==> src/logic/bridge_pkg.sv <==
// Shared constants for the bridge command block and its host end
package bridge_pkg;
  localparam logic [7:0]  CMD_SLEEP         = 8'h1E;
  localparam logic [7:0]  CMD_REVISION      = 8'hC3;
  localparam logic [7:0]  CMD_I2C_WRITE_READ = 8'h2D;
  localparam logic [7:0]  ROM_SKIP          = 8'hCC;
  localparam logic [3:0]  REV_MAJOR         = 4'h1;
  localparam logic [3:0]  REV_MINOR         = 4'h0;
  localparam logic [7:0]  CRC8_POLY_REFL    = 8'h8C;
  localparam logic [15:0] PACKET_CRC_ERROR_FLAG_POLY_REFL   = 16'hA001;
  localparam logic [15:0] PACKET_CRC_ERROR_FLAG_INIT        = 16'h0000;
  localparam logic [7:0]  CRC8_INIT         = 8'h00;
  localparam logic [7:0]  WRITE_STATUS_BAD  = 8'hFF;
  localparam int          STATUS_CRC_BIT    = 0;
  localparam logic [7:0]  STATUS_CLEAR      = 8'h00;

  function automatic logic [15:0] packet_crc_error_flag_byte(input logic [15:0] crc,
                                             input logic [7:0]  data);
    logic [15:0] c;
    c = crc;
    for (int i = 0; i < 8; i++) begin
      c = (c[0] ^ data[i]) ? ((c >> 1) ^ PACKET_CRC_ERROR_FLAG_POLY_REFL) : (c >> 1);
    end
    return c;
  endfunction : packet_crc_error_flag_byte

  function automatic logic [7:0] crc8_byte(input logic [7:0] crc,
                                           input logic [7:0] data);
    logic [7:0] c;
    c = crc;
    for (int i = 0; i < 8; i++) begin
      c = (c[0] ^ data[i]) ? ((c >> 1) ^ CRC8_POLY_REFL) : (c >> 1);
    end
    return c;
  endfunction : crc8_byte
endpackage : bridge_pkg

==> src/logic/bridge_link_if.sv <==
// Byte-level link between host controller and bridge device
`timescale 1ns/1ps
`default_nettype none
interface bridge_link_if;
  logic       bus_reset;
  logic       presence;
  logic       wr_valid;
  logic [7:0] wr_byte;
  logic       wr_ready;
  logic       rd_req;
  logic       rd_valid;
  logic [7:0] rd_byte;
  logic       wake;

  modport device (input bus_reset, wr_valid, wr_byte, rd_req, wake,
                  output presence, wr_ready, rd_valid, rd_byte);
  modport host   (output bus_reset, wr_valid, wr_byte, rd_req, wake,
                  input presence, wr_ready, rd_valid, rd_byte);
endinterface : bridge_link_if
`default_nettype wire

==> src/logic/bridge_device.sv <==
// Device end: sleep, revision read and packet CRC-16 checking
`timescale 1ns/1ps
`default_nettype none

// Functional notes
// RULE_01: Sleep command puts device into sleep
// RULE_02: Sleeping device ignores all bus traffic
// RULE_03: Only a wake rising edge ends sleep
// RULE_04: Host sends no reads after sleep
// RULE_05: Revision byte: major high, minor low nibble
// RULE_06: Host resets and addresses before commands
// RULE_07: Node ID top byte is CRC8
// RULE_08: CRC8 polynomial x8+x5+x4+1, sent true
// RULE_09: Packet PACKET_CRC_ERROR_FLAG polynomial x16+x15+x2+1
// RULE_10: PACKET_CRC_ERROR_FLAG is carried inverted on bus
// RULE_11: CRC mismatch sets flag, skips I2C
// RULE_12: Error flag drives error output high
// RULE_13: CRC covers command, address, lengths, data; code zeroes address bit 0 before folding it into the CRC
// RULE_14: Mismatch sets status bit0, write status FFh
// RULE_15: Error output held until bus reset
// RULE_16: PACKET_CRC_ERROR_FLAG starts zero, shifts LSB first
module bridge_device
  import bridge_pkg::*;
(
  input  wire logic             clock,
  input  wire logic             arst_n,
  bridge_link_if.device         link,
  input  wire logic [55:0]      node_serial,
  output logic                  error_detected_out,
  output logic                  sleeping,
  output logic                  i2c_go,
  output logic [7:0]            i2c_address,
  output logic [63:0]           node_identifier
);
  typedef enum logic [3:0] {
    ST_IDLE    = 4'b0000,
    ST_ROM     = 4'b0001,
    ST_CMD     = 4'b0010,
    ST_ADDR    = 4'b0011,
    ST_WLEN    = 4'b0100,
    ST_WDATA   = 4'b0101,
    ST_RCNT    = 4'b0110,
    ST_CRC_LO  = 4'b0111,
    ST_CRC_HI  = 4'b1000,
    ST_REPLY   = 4'b1001,
    ST_SLEEP   = 4'b1010,
    ST_WAIT    = 4'b1011
  } state_t;

  state_t      state;
  logic [15:0] crc;
  logic [7:0]  crc_lo;
  logic [7:0]  write_left;
  logic        wake_prev;
  logic        packet_crc_error_flag;
  logic [1:0]  reply_left;
  logic [7:0]  reply_a;
  logic [7:0]  reply_b;
  logic [7:0]  node_crc;
  logic        wr_ready_q;

  wire         take      = link.wr_valid & wr_ready_q;
  wire [7:0]   b         = link.wr_byte;
  wire [15:0]  next_crc  = packet_crc_error_flag_byte(crc, b); // RULE_09 RULE_16
  wire [7:0]   addr_crc  = {b[7:1], 1'b0}; // RULE_13
  wire         wake_rise = link.wake & ~wake_prev; // RULE_03
  wire [15:0]  rx_crc    = ~{b, crc_lo}; // RULE_10
  wire         crc_ok    = (rx_crc == crc); // RULE_11

  // Node ID CRC folded over the 56 serial bits, true form on top
  always_comb begin
    node_crc = CRC8_INIT;
    for (int i = 0; i < 7; i++) begin
      node_crc = crc8_byte(node_crc, node_serial[i*8 +: 8]); // RULE_08
    end
  end

  always_ff @(posedge clock or negedge arst_n) begin
    if (!arst_n) begin
      node_identifier <= 64'h0000000000000000;
    end else begin
      node_identifier <= {node_crc, node_serial}; // RULE_07
    end
  end

  always_ff @(posedge clock or negedge arst_n) begin
    if (!arst_n) begin
      wake_prev <= 1'b0;
    end else begin
      wake_prev <= link.wake;
    end
  end

  always_ff @(posedge clock or negedge arst_n) begin
    if (!arst_n) begin
      state                 <= ST_IDLE;
      crc                   <= PACKET_CRC_ERROR_FLAG_INIT;
      crc_lo                <= 8'h00;
      write_left            <= 8'h00;
      packet_crc_error_flag <= 1'b0;
      error_detected_out    <= 1'b0;
      sleeping              <= 1'b0;
      i2c_go                <= 1'b0;
      i2c_address           <= 8'h00;
      reply_left            <= 2'h0;
      reply_a               <= 8'h00;
      reply_b               <= 8'h00;
      wr_ready_q            <= 1'b0;
      link.presence         <= 1'b0;
      link.rd_valid         <= 1'b0;
      link.rd_byte          <= 8'h00;
    end else begin
      i2c_go        <= 1'b0;
      link.presence <= 1'b0;
      link.rd_valid <= 1'b0;
      wr_ready_q    <= (state != ST_SLEEP);
      if (state == ST_SLEEP) begin
        // Bus reset and bytes are deliberately dropped here
        wr_ready_q <= 1'b0; // RULE_02
        if (wake_rise) begin
          state    <= ST_IDLE; // RULE_03
          sleeping <= 1'b0;
        end
      end else if (link.bus_reset) begin
        // Reset also aborts any packet in flight
        state                 <= ST_ROM;
        link.presence         <= 1'b1;
        packet_crc_error_flag <= 1'b0; // RULE_15
        error_detected_out    <= 1'b0; // RULE_15
        reply_left            <= 2'h0;
      end else begin
        unique case (state)
          ST_IDLE, ST_WAIT: ;
          ST_ROM:
            if (take) begin
              state <= (b == ROM_SKIP) ? ST_CMD : ST_WAIT;
            end
          ST_CMD:
            if (take) begin
              crc <= next_crc; // RULE_13
              if (b == CMD_SLEEP) begin
                state      <= ST_SLEEP; // RULE_01
                sleeping   <= 1'b1;
                wr_ready_q <= 1'b0;
              end else if (b == CMD_REVISION) begin
                reply_a    <= {REV_MAJOR, REV_MINOR}; // RULE_05
                reply_left <= 2'h1;
                state      <= ST_REPLY;
              end else if (b == CMD_I2C_WRITE_READ) begin
                state <= ST_ADDR;
              end else begin
                state <= ST_WAIT;
              end
            end
          ST_ADDR:
            if (take) begin
              crc         <= packet_crc_error_flag_byte(crc, addr_crc); // RULE_13
              i2c_address <= b;
              state       <= ST_WLEN;
            end
          ST_WLEN:
            if (take) begin
              crc        <= next_crc;
              write_left <= b;
              state      <= (b == 8'h00) ? ST_RCNT : ST_WDATA;
            end
          ST_WDATA:
            if (take) begin
              crc        <= next_crc;
              write_left <= write_left - 8'h01;
              if (write_left == 8'h01) begin
                state <= ST_RCNT;
              end
            end
          ST_RCNT:
            if (take) begin
              crc   <= next_crc;
              state <= ST_CRC_LO;
            end
          ST_CRC_LO:
            if (take) begin
              crc_lo <= b;
              state  <= ST_CRC_HI;
            end
          ST_CRC_HI:
            if (take) begin
              reply_left <= 2'h2;
              state      <= ST_REPLY;
              if (crc_ok) begin
                i2c_go  <= 1'b1; // RULE_11
                reply_a <= STATUS_CLEAR;
                reply_b <= 8'h00;
              end else begin
                packet_crc_error_flag <= 1'b1; // RULE_11
                error_detected_out    <= 1'b1; // RULE_12
                reply_a    <= STATUS_CLEAR | (8'h01 << STATUS_CRC_BIT); // RULE_14
                reply_b    <= WRITE_STATUS_BAD; // RULE_14
              end
            end
          ST_REPLY:
            if (link.rd_req && reply_left != 2'h0) begin
              link.rd_valid <= 1'b1;
              link.rd_byte  <= reply_a;
              reply_a       <= reply_b;
              reply_left    <= reply_left - 2'h1;
            end
          default: state <= ST_IDLE;
        endcase
        if (state == ST_CMD || state == ST_ROM) begin
          crc <= (state == ST_ROM) ? PACKET_CRC_ERROR_FLAG_INIT : crc; // RULE_16
          if (state == ST_CMD && take) begin
            crc <= packet_crc_error_flag_byte(PACKET_CRC_ERROR_FLAG_INIT, b);
          end
        end
      end
    end
  end

  assign link.wr_ready = wr_ready_q;
endmodule : bridge_device
`default_nettype wire

==> src/flat_wrapper.sv <==
// flat-port wrapper written by rule: the top's interface ports become plain ports
module bridge_device_flat import bridge_pkg::*;
  (clock, arst_n, node_serial, error_detected_out, sleeping, i2c_go, i2c_address, node_identifier, link_bus_reset, link_wr_valid, link_wr_byte, link_rd_req, link_wake, link_presence, link_wr_ready, link_rd_valid, link_rd_byte);
  bridge_link_if link_i ();
  input  wire logic clock;
  input  wire logic arst_n;
  input  wire logic [55:0] node_serial;
  output logic error_detected_out;
  output logic sleeping;
  output logic i2c_go;
  output logic [7:0] i2c_address;
  output logic [63:0] node_identifier;
  input wire logic [$bits(link_i.bus_reset)-1:0] link_bus_reset;
  input wire logic [$bits(link_i.wr_valid)-1:0] link_wr_valid;
  input wire logic [$bits(link_i.wr_byte)-1:0] link_wr_byte;
  input wire logic [$bits(link_i.rd_req)-1:0] link_rd_req;
  input wire logic [$bits(link_i.wake)-1:0] link_wake;
  output wire logic [$bits(link_i.presence)-1:0] link_presence;
  output wire logic [$bits(link_i.wr_ready)-1:0] link_wr_ready;
  output wire logic [$bits(link_i.rd_valid)-1:0] link_rd_valid;
  output wire logic [$bits(link_i.rd_byte)-1:0] link_rd_byte;
  assign link_i.bus_reset = link_bus_reset;
  assign link_i.wr_valid = link_wr_valid;
  assign link_i.wr_byte = link_wr_byte;
  assign link_i.rd_req = link_rd_req;
  assign link_i.wake = link_wake;
  assign link_presence = link_i.presence;
  assign link_wr_ready = link_i.wr_ready;
  assign link_rd_valid = link_i.rd_valid;
  assign link_rd_byte = link_i.rd_byte;
  bridge_device u_core (.clock(clock), .arst_n(arst_n), .link(link_i), .node_serial(node_serial), .error_detected_out(error_detected_out), .sleeping(sleeping), .i2c_go(i2c_go), .i2c_address(i2c_address), .node_identifier(node_identifier));
endmodule
==> config.mk <==
export PLATFORM = sky130hd
export DESIGN_NAME = bridge_device_flat
export DESIGN_NICKNAME = d
export VERILOG_FILES = /design/src/logic/bridge_pkg.sv /design/src/logic/bridge_link_if.sv /design/src/logic/bridge_device.sv /design/src/flat_wrapper.sv
export SDC_FILE = /design/constraint.sdc
export NUM_CORES = 1
export LEC_CHECK = 0
export BUFFER_PORTS_ARGS = -buffer_cell sky130_fd_sc_hd__buf_2
export CORE_MARGIN = 5
export CORE_UTILIZATION = 45
export DETAILED_ROUTE_END_ITERATION = 8
export PLACE_DENSITY = 0.79
export RECOVER_POWER = 100
export SLEW_MARGIN = 10
export SYNTH_ARGS = -nofsm -noshare
export SYNTH_HDL_FRONTEND = slang
export SYNTH_SLANG_ARGS = --single-unit
==> constraint.sdc <==
create_clock -name clock -period 3 [get_ports clock]
set_input_delay 0.6 -clock clock [delete_from_list [all_inputs] [get_ports clock]]
set_output_delay 0.6 -clock clock [all_outputs]
set_load 0.03 [all_outputs]
### Word-level counts from Yosys, hierarchy flattened

Index checks and enable logic that the tools add are counted.
Widths: inputs -> output; s select.

* register bits: 141
* logic and storage cells: 401
* input bits: 70
* output and inout port bits: 86

* reductions and logical operators: 28
* bitwise gates (word level): 160
* $add $sub $neg: 2
* eq/ne operators: 46
* mux-type cells: 148

Operator list (number)
* $mux 8: 64
* $mux 16: 29
* $not 2->3: 77
* $xor 1x1->1: 77
* $mux 4: 16
* $ne 4x2->1 const B: 9
* $pmux 4 s9: 1
* $pmux 16 s2: 1
* $mux 1: 27
* $pmux 8 s3: 1
* $reduce_and 4->1: 5
* $eq 16x16->1: 1
* $eq 4x3->1 const B: 4
* $eq 4x4->1 const B: 4
* $eq 8x8->1 const B: 2
* $ne 2x1->1 const B: 8
* $not 16->16: 1
* $pmux 8 s2: 1
* $ne 3x2->1 const B: 5
* $mux 2: 7
* $reduce_bool 2->1: 7
* $reduce_and 11->1: 1
* $reduce_and 5->1: 2
* $ne 3x1->1 const B: 3
* other kinds (24): 31

### Longest topological paths before layout

* depth in word-level cells: 111
* depth in mapped cells: 11
* gate-level depth less buffers: 10

### Worst setup path before layout

No wires, ideal clock.

* kind: input to register
* start point: input port node_serial[6]
* end point: register u_core.node_identifier[60]
* data arrival time: 3.801 ns
* required time: 2.866 ns
* setup slack: -0.935 ns
* library setup time: 0.134 ns
* path buffers: 0
* stages on the path: 9
* cells stage by stage: xnor3_2 > xnor2_2 > xnor3_2 > xnor3_2 > xnor3_2 > xor2_2 > xnor3_1 > xnor3_1 > xnor3_1

* word-level cells in the longest chain between the ends: 73
* elaborated cells on any way between the ends: 130
* those cells by class: 50 x mux; 80 x bitwise

Ends and longest elaborated chain
* start, declared: RTL line flat_wrapper.sv:7 `input wire logic [55:0] node_serial;`
* $xor 1x1->1 (*): RTL line bridge_pkg.sv:32 `c = (c[0] ^ data[i]) ? ((c >> 1) ^ CRC8_POLY_REFL) : (c >> 1);`
* $mux 8 (*) (3 in a row): RTL line bridge_pkg.sv:32
* $xor 1x1->1 / $mux 8 (equally long branches): RTL line bridge_pkg.sv:32
* $mux 8 (*) (3 in a row): RTL line bridge_pkg.sv:32
* $xor 1x1->1 (tied with other cells): RTL line bridge_pkg.sv:32
* $mux 8 (*): RTL line bridge_pkg.sv:32
* $not 2->3 (no source line) (tied with other cells)
* $mux 8 (*) (3 in a row): RTL line bridge_pkg.sv:32
* [... 45 more ...]
* $mux 8 (*) (3 in a row): RTL line bridge_pkg.sv:32
* $xor 1x1->1 / $mux 8 (equally long branches): RTL line bridge_pkg.sv:32
* $mux 8 (*): RTL line bridge_pkg.sv:32
* $not 2->3 (no source line) / $xor 1x1->1 (equally long branches)
* $mux 8 (*) (3 in a row): RTL line bridge_pkg.sv:32
* $xor 1x1->1 (*): RTL line bridge_pkg.sv:32
* $mux 8 (*) (4 in a row): RTL line bridge_pkg.sv:32
* via u_core.node_crc[4]: RTL line bridge_device.sv:59 `logic [7:0] node_crc;`
* end signal, assigned: RTL line bridge_device.sv:82 `node_identifier <= {node_crc, node_serial};`
* end, declared: RTL line bridge_device.sv:33 `output logic [63:0] node_identifier`

Mark *: on every way through the listed nets, which the timed path passes.
A chain may end at the register's enable or synchronous reset.

### Worst setup path after layout

* start point: input port node_serial[21]
* end point: register u_core.node_identifier[60]

* word-level cells in the longest chain between the ends: 51
* elaborated cells on any way between the ends: 85
* those cells by class: 35 x mux; 50 x bitwise

Ends and longest elaborated chain (RTL line)
* $xor 1x1->1 (*): bridge_pkg.sv:32
* $mux 8 (*) (3 in a row): bridge_pkg.sv:32
* $xor 1x1->1 / $mux 8 (equally long branches): bridge_pkg.sv:32
* $mux 8 (*): bridge_pkg.sv:32
* $not 2->3 (no source line) / $xor 1x1->1 (equally long branches)
* $mux 8 (*) (3 in a row): bridge_pkg.sv:32
* $xor 1x1->1 / $mux 8 (equally long branches): bridge_pkg.sv:32
* $mux 8 (*): bridge_pkg.sv:32
* [... 25 more ...]
* $mux 8 (*) (3 in a row): bridge_pkg.sv:32
* $xor 1x1->1 / $mux 8 (equally long branches): bridge_pkg.sv:32
* $mux 8 (*): bridge_pkg.sv:32
* $not 2->3 (no source line) / $xor 1x1->1 (equally long branches)
* $mux 8 (*) (3 in a row): bridge_pkg.sv:32
* $xor 1x1->1 (*): bridge_pkg.sv:32
* $mux 8 (*) (4 in a row): bridge_pkg.sv:32
* via u_core.node_crc[4]: bridge_device.sv:59

Marks and branches as above.

==> out/results.tsv <==
metric	value	unit
status	complete, but fails checks	
failing checks	negative setup slack	
clock skew	0.00730	ns
Req. time, crit path	3.29	ns
nets	920	
fin util	0.636	
min Tclk post-route	3.59	ns
Synth Warn #	0	
gr busiest metal	met2	
multi-input logic area	0.00410	mm²
global-route wire length before repair	30000	µm
Worst-path clk slew	0.06	ns
M3 GR Usage	0.0739	
share of the synthesized area in the top cell type	0.439	
FF+latch area	0.00310	mm²
fraction of final layout cells sized beyond drive strength 1	0.409	
routed vias	5328	
CTS Buf Count	17	
total congestion overflow	0	
largest net degree at the start of global routing	59	
initial core utilization	0.462	
Clock Latency Late Sink	0.42	ns
Synth Register Bits	124	
Crit Path Class	input port to flip-flop	
critical path capture point type	flip-flop	
H-tree Lvls	4	
M1 GR Usage	0.245	
HPWL after DPL	13000	µm
CTS tree	built	
Mapped Cells	599	
gr usage total	0.215	
Post-Syn Area	0.00707	mm²
core footprint	0.0153	mm²
Vias per Instance	5.03	
M2 GR Usage	0.371	
number of port buffers	155	
vias in the first global route	5631	
final hold violation count	0	
area delta synth->final	37.7	%
hold buffers post-CTS	0	
CP arrival	3.89	ns
antenna cells	0	
num ports	156	
synth unique cells	48	
highest clock rate	0.278	GHz
Iter 0 DRT Violations	279	
Final Cycle Share	1.20	
max-cap viol count	0	
Seq/Total Area, Yosys	0.439	
clk root buf	clkbuf_16	
ranking of synthesized cells by area	dfrtp_1 (44%), xnor2_1 (14%), xnor3_1 (8.0%), xor2_1 (3.7%), xnor3_2 (3.0%)	
Placer Congestion	0.913	
die area	0.0183	mm²
crit path max fanout	3	
WHS	0.136	ns
CTS Sinks	124	
Setup WS post-layout	-0.593	ns
CTS max path bufs	2	
Max Slew Vio Count	0	
Synth area leader	dfrtp_1	
worst hold path class	input port to asynchronous set/reset pin	
Die H	135	µm
routed length per instance	18.3	µm
Layout fillers	1126	
normalized max-slew margin	0.424	
final wirelength	19400	µm
startpoint types	input port	
syn_nets	683	
final setup fails	8	
Rows	45	
worst-margin pin slew	0.863	ns
Mean Syn Cell Area	11.8	µm²
RSZ-0062 raised after global routing	true	
final routed DRC violation total	0	
Die W	135	µm
total iterations of the first detailed-routing run	4	
initial antenna violation count	0	
Routed Antenna Nets	0	
## critical path: stages
cell	delay, ns
buf_2	0.13
xor2_1	0.30
xnor3_2	0.46
buf_4	0.16
buf_4	0.14
xnor2_2	0.17
xnor3_1	0.48
xnor3_4	0.40
xor2_4	0.19
xnor2_2	0.22
xnor3_2	0.42
xnor3_1	0.21
## stage by stage
step / setup slack, ns / std cells / instance area [µm²] / setup TNS (ns)
2_1_floorplan: -0.622 / 599 / 7110 / -3.48
3_3_place_gp: -0.873 / 1013 / 8610 / -6.21
3_5_place_dp: -0.990 / 1013 / 8610 / -6.99
4_1_cts: -0.453 / 1058 / 9600 / -2.63
5_1_grt: -0.654 / 1060 / 9740 / -4.10
6_report: -0.593 / 1060 / 9740 / -3.69
## logic make-up (layout without fill, tap and decap cells)
| group | count (synthesis) | in the layout | synth area share |
|---|---|---|---|
| adders and majority gates | 14 | 14 | 0.0248 |
| and+or+nand+nor | 124 | 124 | 0.0830 |
| xor gates and xnor gates | 192 | 192 | 0.334 |
| buffers and inverters | 43 | 293 | 0.0255 |
| muxes | 12 | 12 | 0.0191 |
| DFF | 124 | 124 | 0.439 |
| AOI/OAI and AO/OA | 90 | 90 | 0.0752 |
## cells in the mapped netlist, drive strengths merged
| cell type | number |
|---|---|
| dfrtp | 124 |
| xnor2 | 117 |
| nand2 | 51 |
| o21ai | 37 |
| xnor3 | 37 |
| xor2 | 35 |
| nor2 | 24 |
| a21oi | 22 |
| clkbuf | 21 |
| inv | 17 |
| ha | 14 |
| mux2 | 12 |
| nor3 | 10 |
| nor4 | 6 |
| a22oi | 5 |
| buf | 5 |
| nand2b | 5 |
| nand3 | 5 |
| nand4 | 5 |
| o22ai | 5 |
| a21o | 4 |
| a2bb2oi | 3 |
| nor2b | 3 |
| o211ai | 3 |
| o31ai | 3 |
| or3 | 3 |
| xor3 | 3 |
| a211oi | 2 |
| and2 | 2 |
| and4 | 2 |
| nor4b | 2 |
| or4 | 2 |
| a2111oi | 1 |
| a21boi | 1 |
| a221oi | 1 |
| a41oi | 1 |
| and3 | 1 |
| nand3b | 1 |
| nand4b | 1 |
| nor3b | 1 |
| o22a | 1 |
| o311ai | 1 |
## layout by cell type (no fill, tap or decap), types with 6 or more instances in the layout
master	n
xor2_1	23
buf_4	80
xor2_2	7
o21ai_0	37
nor3_1	10
xnor2_2	20
bufinv_16	6
buf_6	11
xnor3_2	16
mux2_2	12
xnor2_1	92
clkbuf_16	17
inv_1	17
buf_2	150
ha_1	14
nand2_1	51
nor2_1	24
dfrtp_1	124
a21oi_1	21
xnor3_1	18
## path summary, 6_finish.rpt
check / startpoint / end / slack (ns) / cells past startpoint
min in group clock: node_serial[6] / u_core.node_identifier[6] / 0.28 / 1
max in group asynchronous: arst_n / u_core.node_identifier[55] / 2.05 / 2
setup reg to reg: u_core.write_left[2] / u_core.i2c_address[6] / 0.32 / 10
setup / recovery: node_serial[21] / u_core.node_identifier[60] / -0.59 / 12
hold / removal: arst_n / u_core.i2c_address[5] / 0.14 / 1
hold reg to reg: u_core.i2c_address[7] / u_core.i2c_address[7] / 0.47 / 2
## final cells by class
| cell class | count | area share |
|---|---|---|
| Clock buffer | 18 | 0.0441 |
| Clock inverter | 14 | 0.0251 |
| Inverter | 17 | 0.00655 |
| Multi-Input combinational cell | 432 | 0.421 |
| Sequential cell | 124 | 0.319 |
| Tap cell | 211 | 0.0271 |
| Timing Repair Buffer | 244 | 0.158 |
## flip-flops by register name, summed over array words and instances (netlist names)
name and cells:
u_core.reply_a 3, u_core.link.rd_byte 3, u_core.error_detected_out 1, u_core.i2c_go 1
u_core.i2c_address 8, u_core.reply_b 1, u_core.state 4, u_core.link.presence 1
u_core.write_left 8, u_core.sleeping 1, u_core.link.wr_ready 1, u_core.crc 16
u_core.link.rd_valid 1, u_core.reply_left 2, u_core.crc_lo 8, u_core.node_identifier 64
u_core.wake_prev 1
## layer usage
metal / vias to the layer above / routed length (µm)
met5: - / 0
met4: 0 / 480
met3: 37 / 1230
met2: 190 / 10200
met1: 2616 / 7500
li1: 2485 / -
## what timing repair did
action / CTS / global route
setup endpoints to repair: 8 / 12
buffers inserted: 14 / 2
hold endpoints to repair: 0 / 0
resized for setup: 34 / 16
pin swaps: 19 / 6
Power is left out: the tool's default activity adds up to more than one toggle a clock period on the data nets, which glitch-free logic cannot reach.
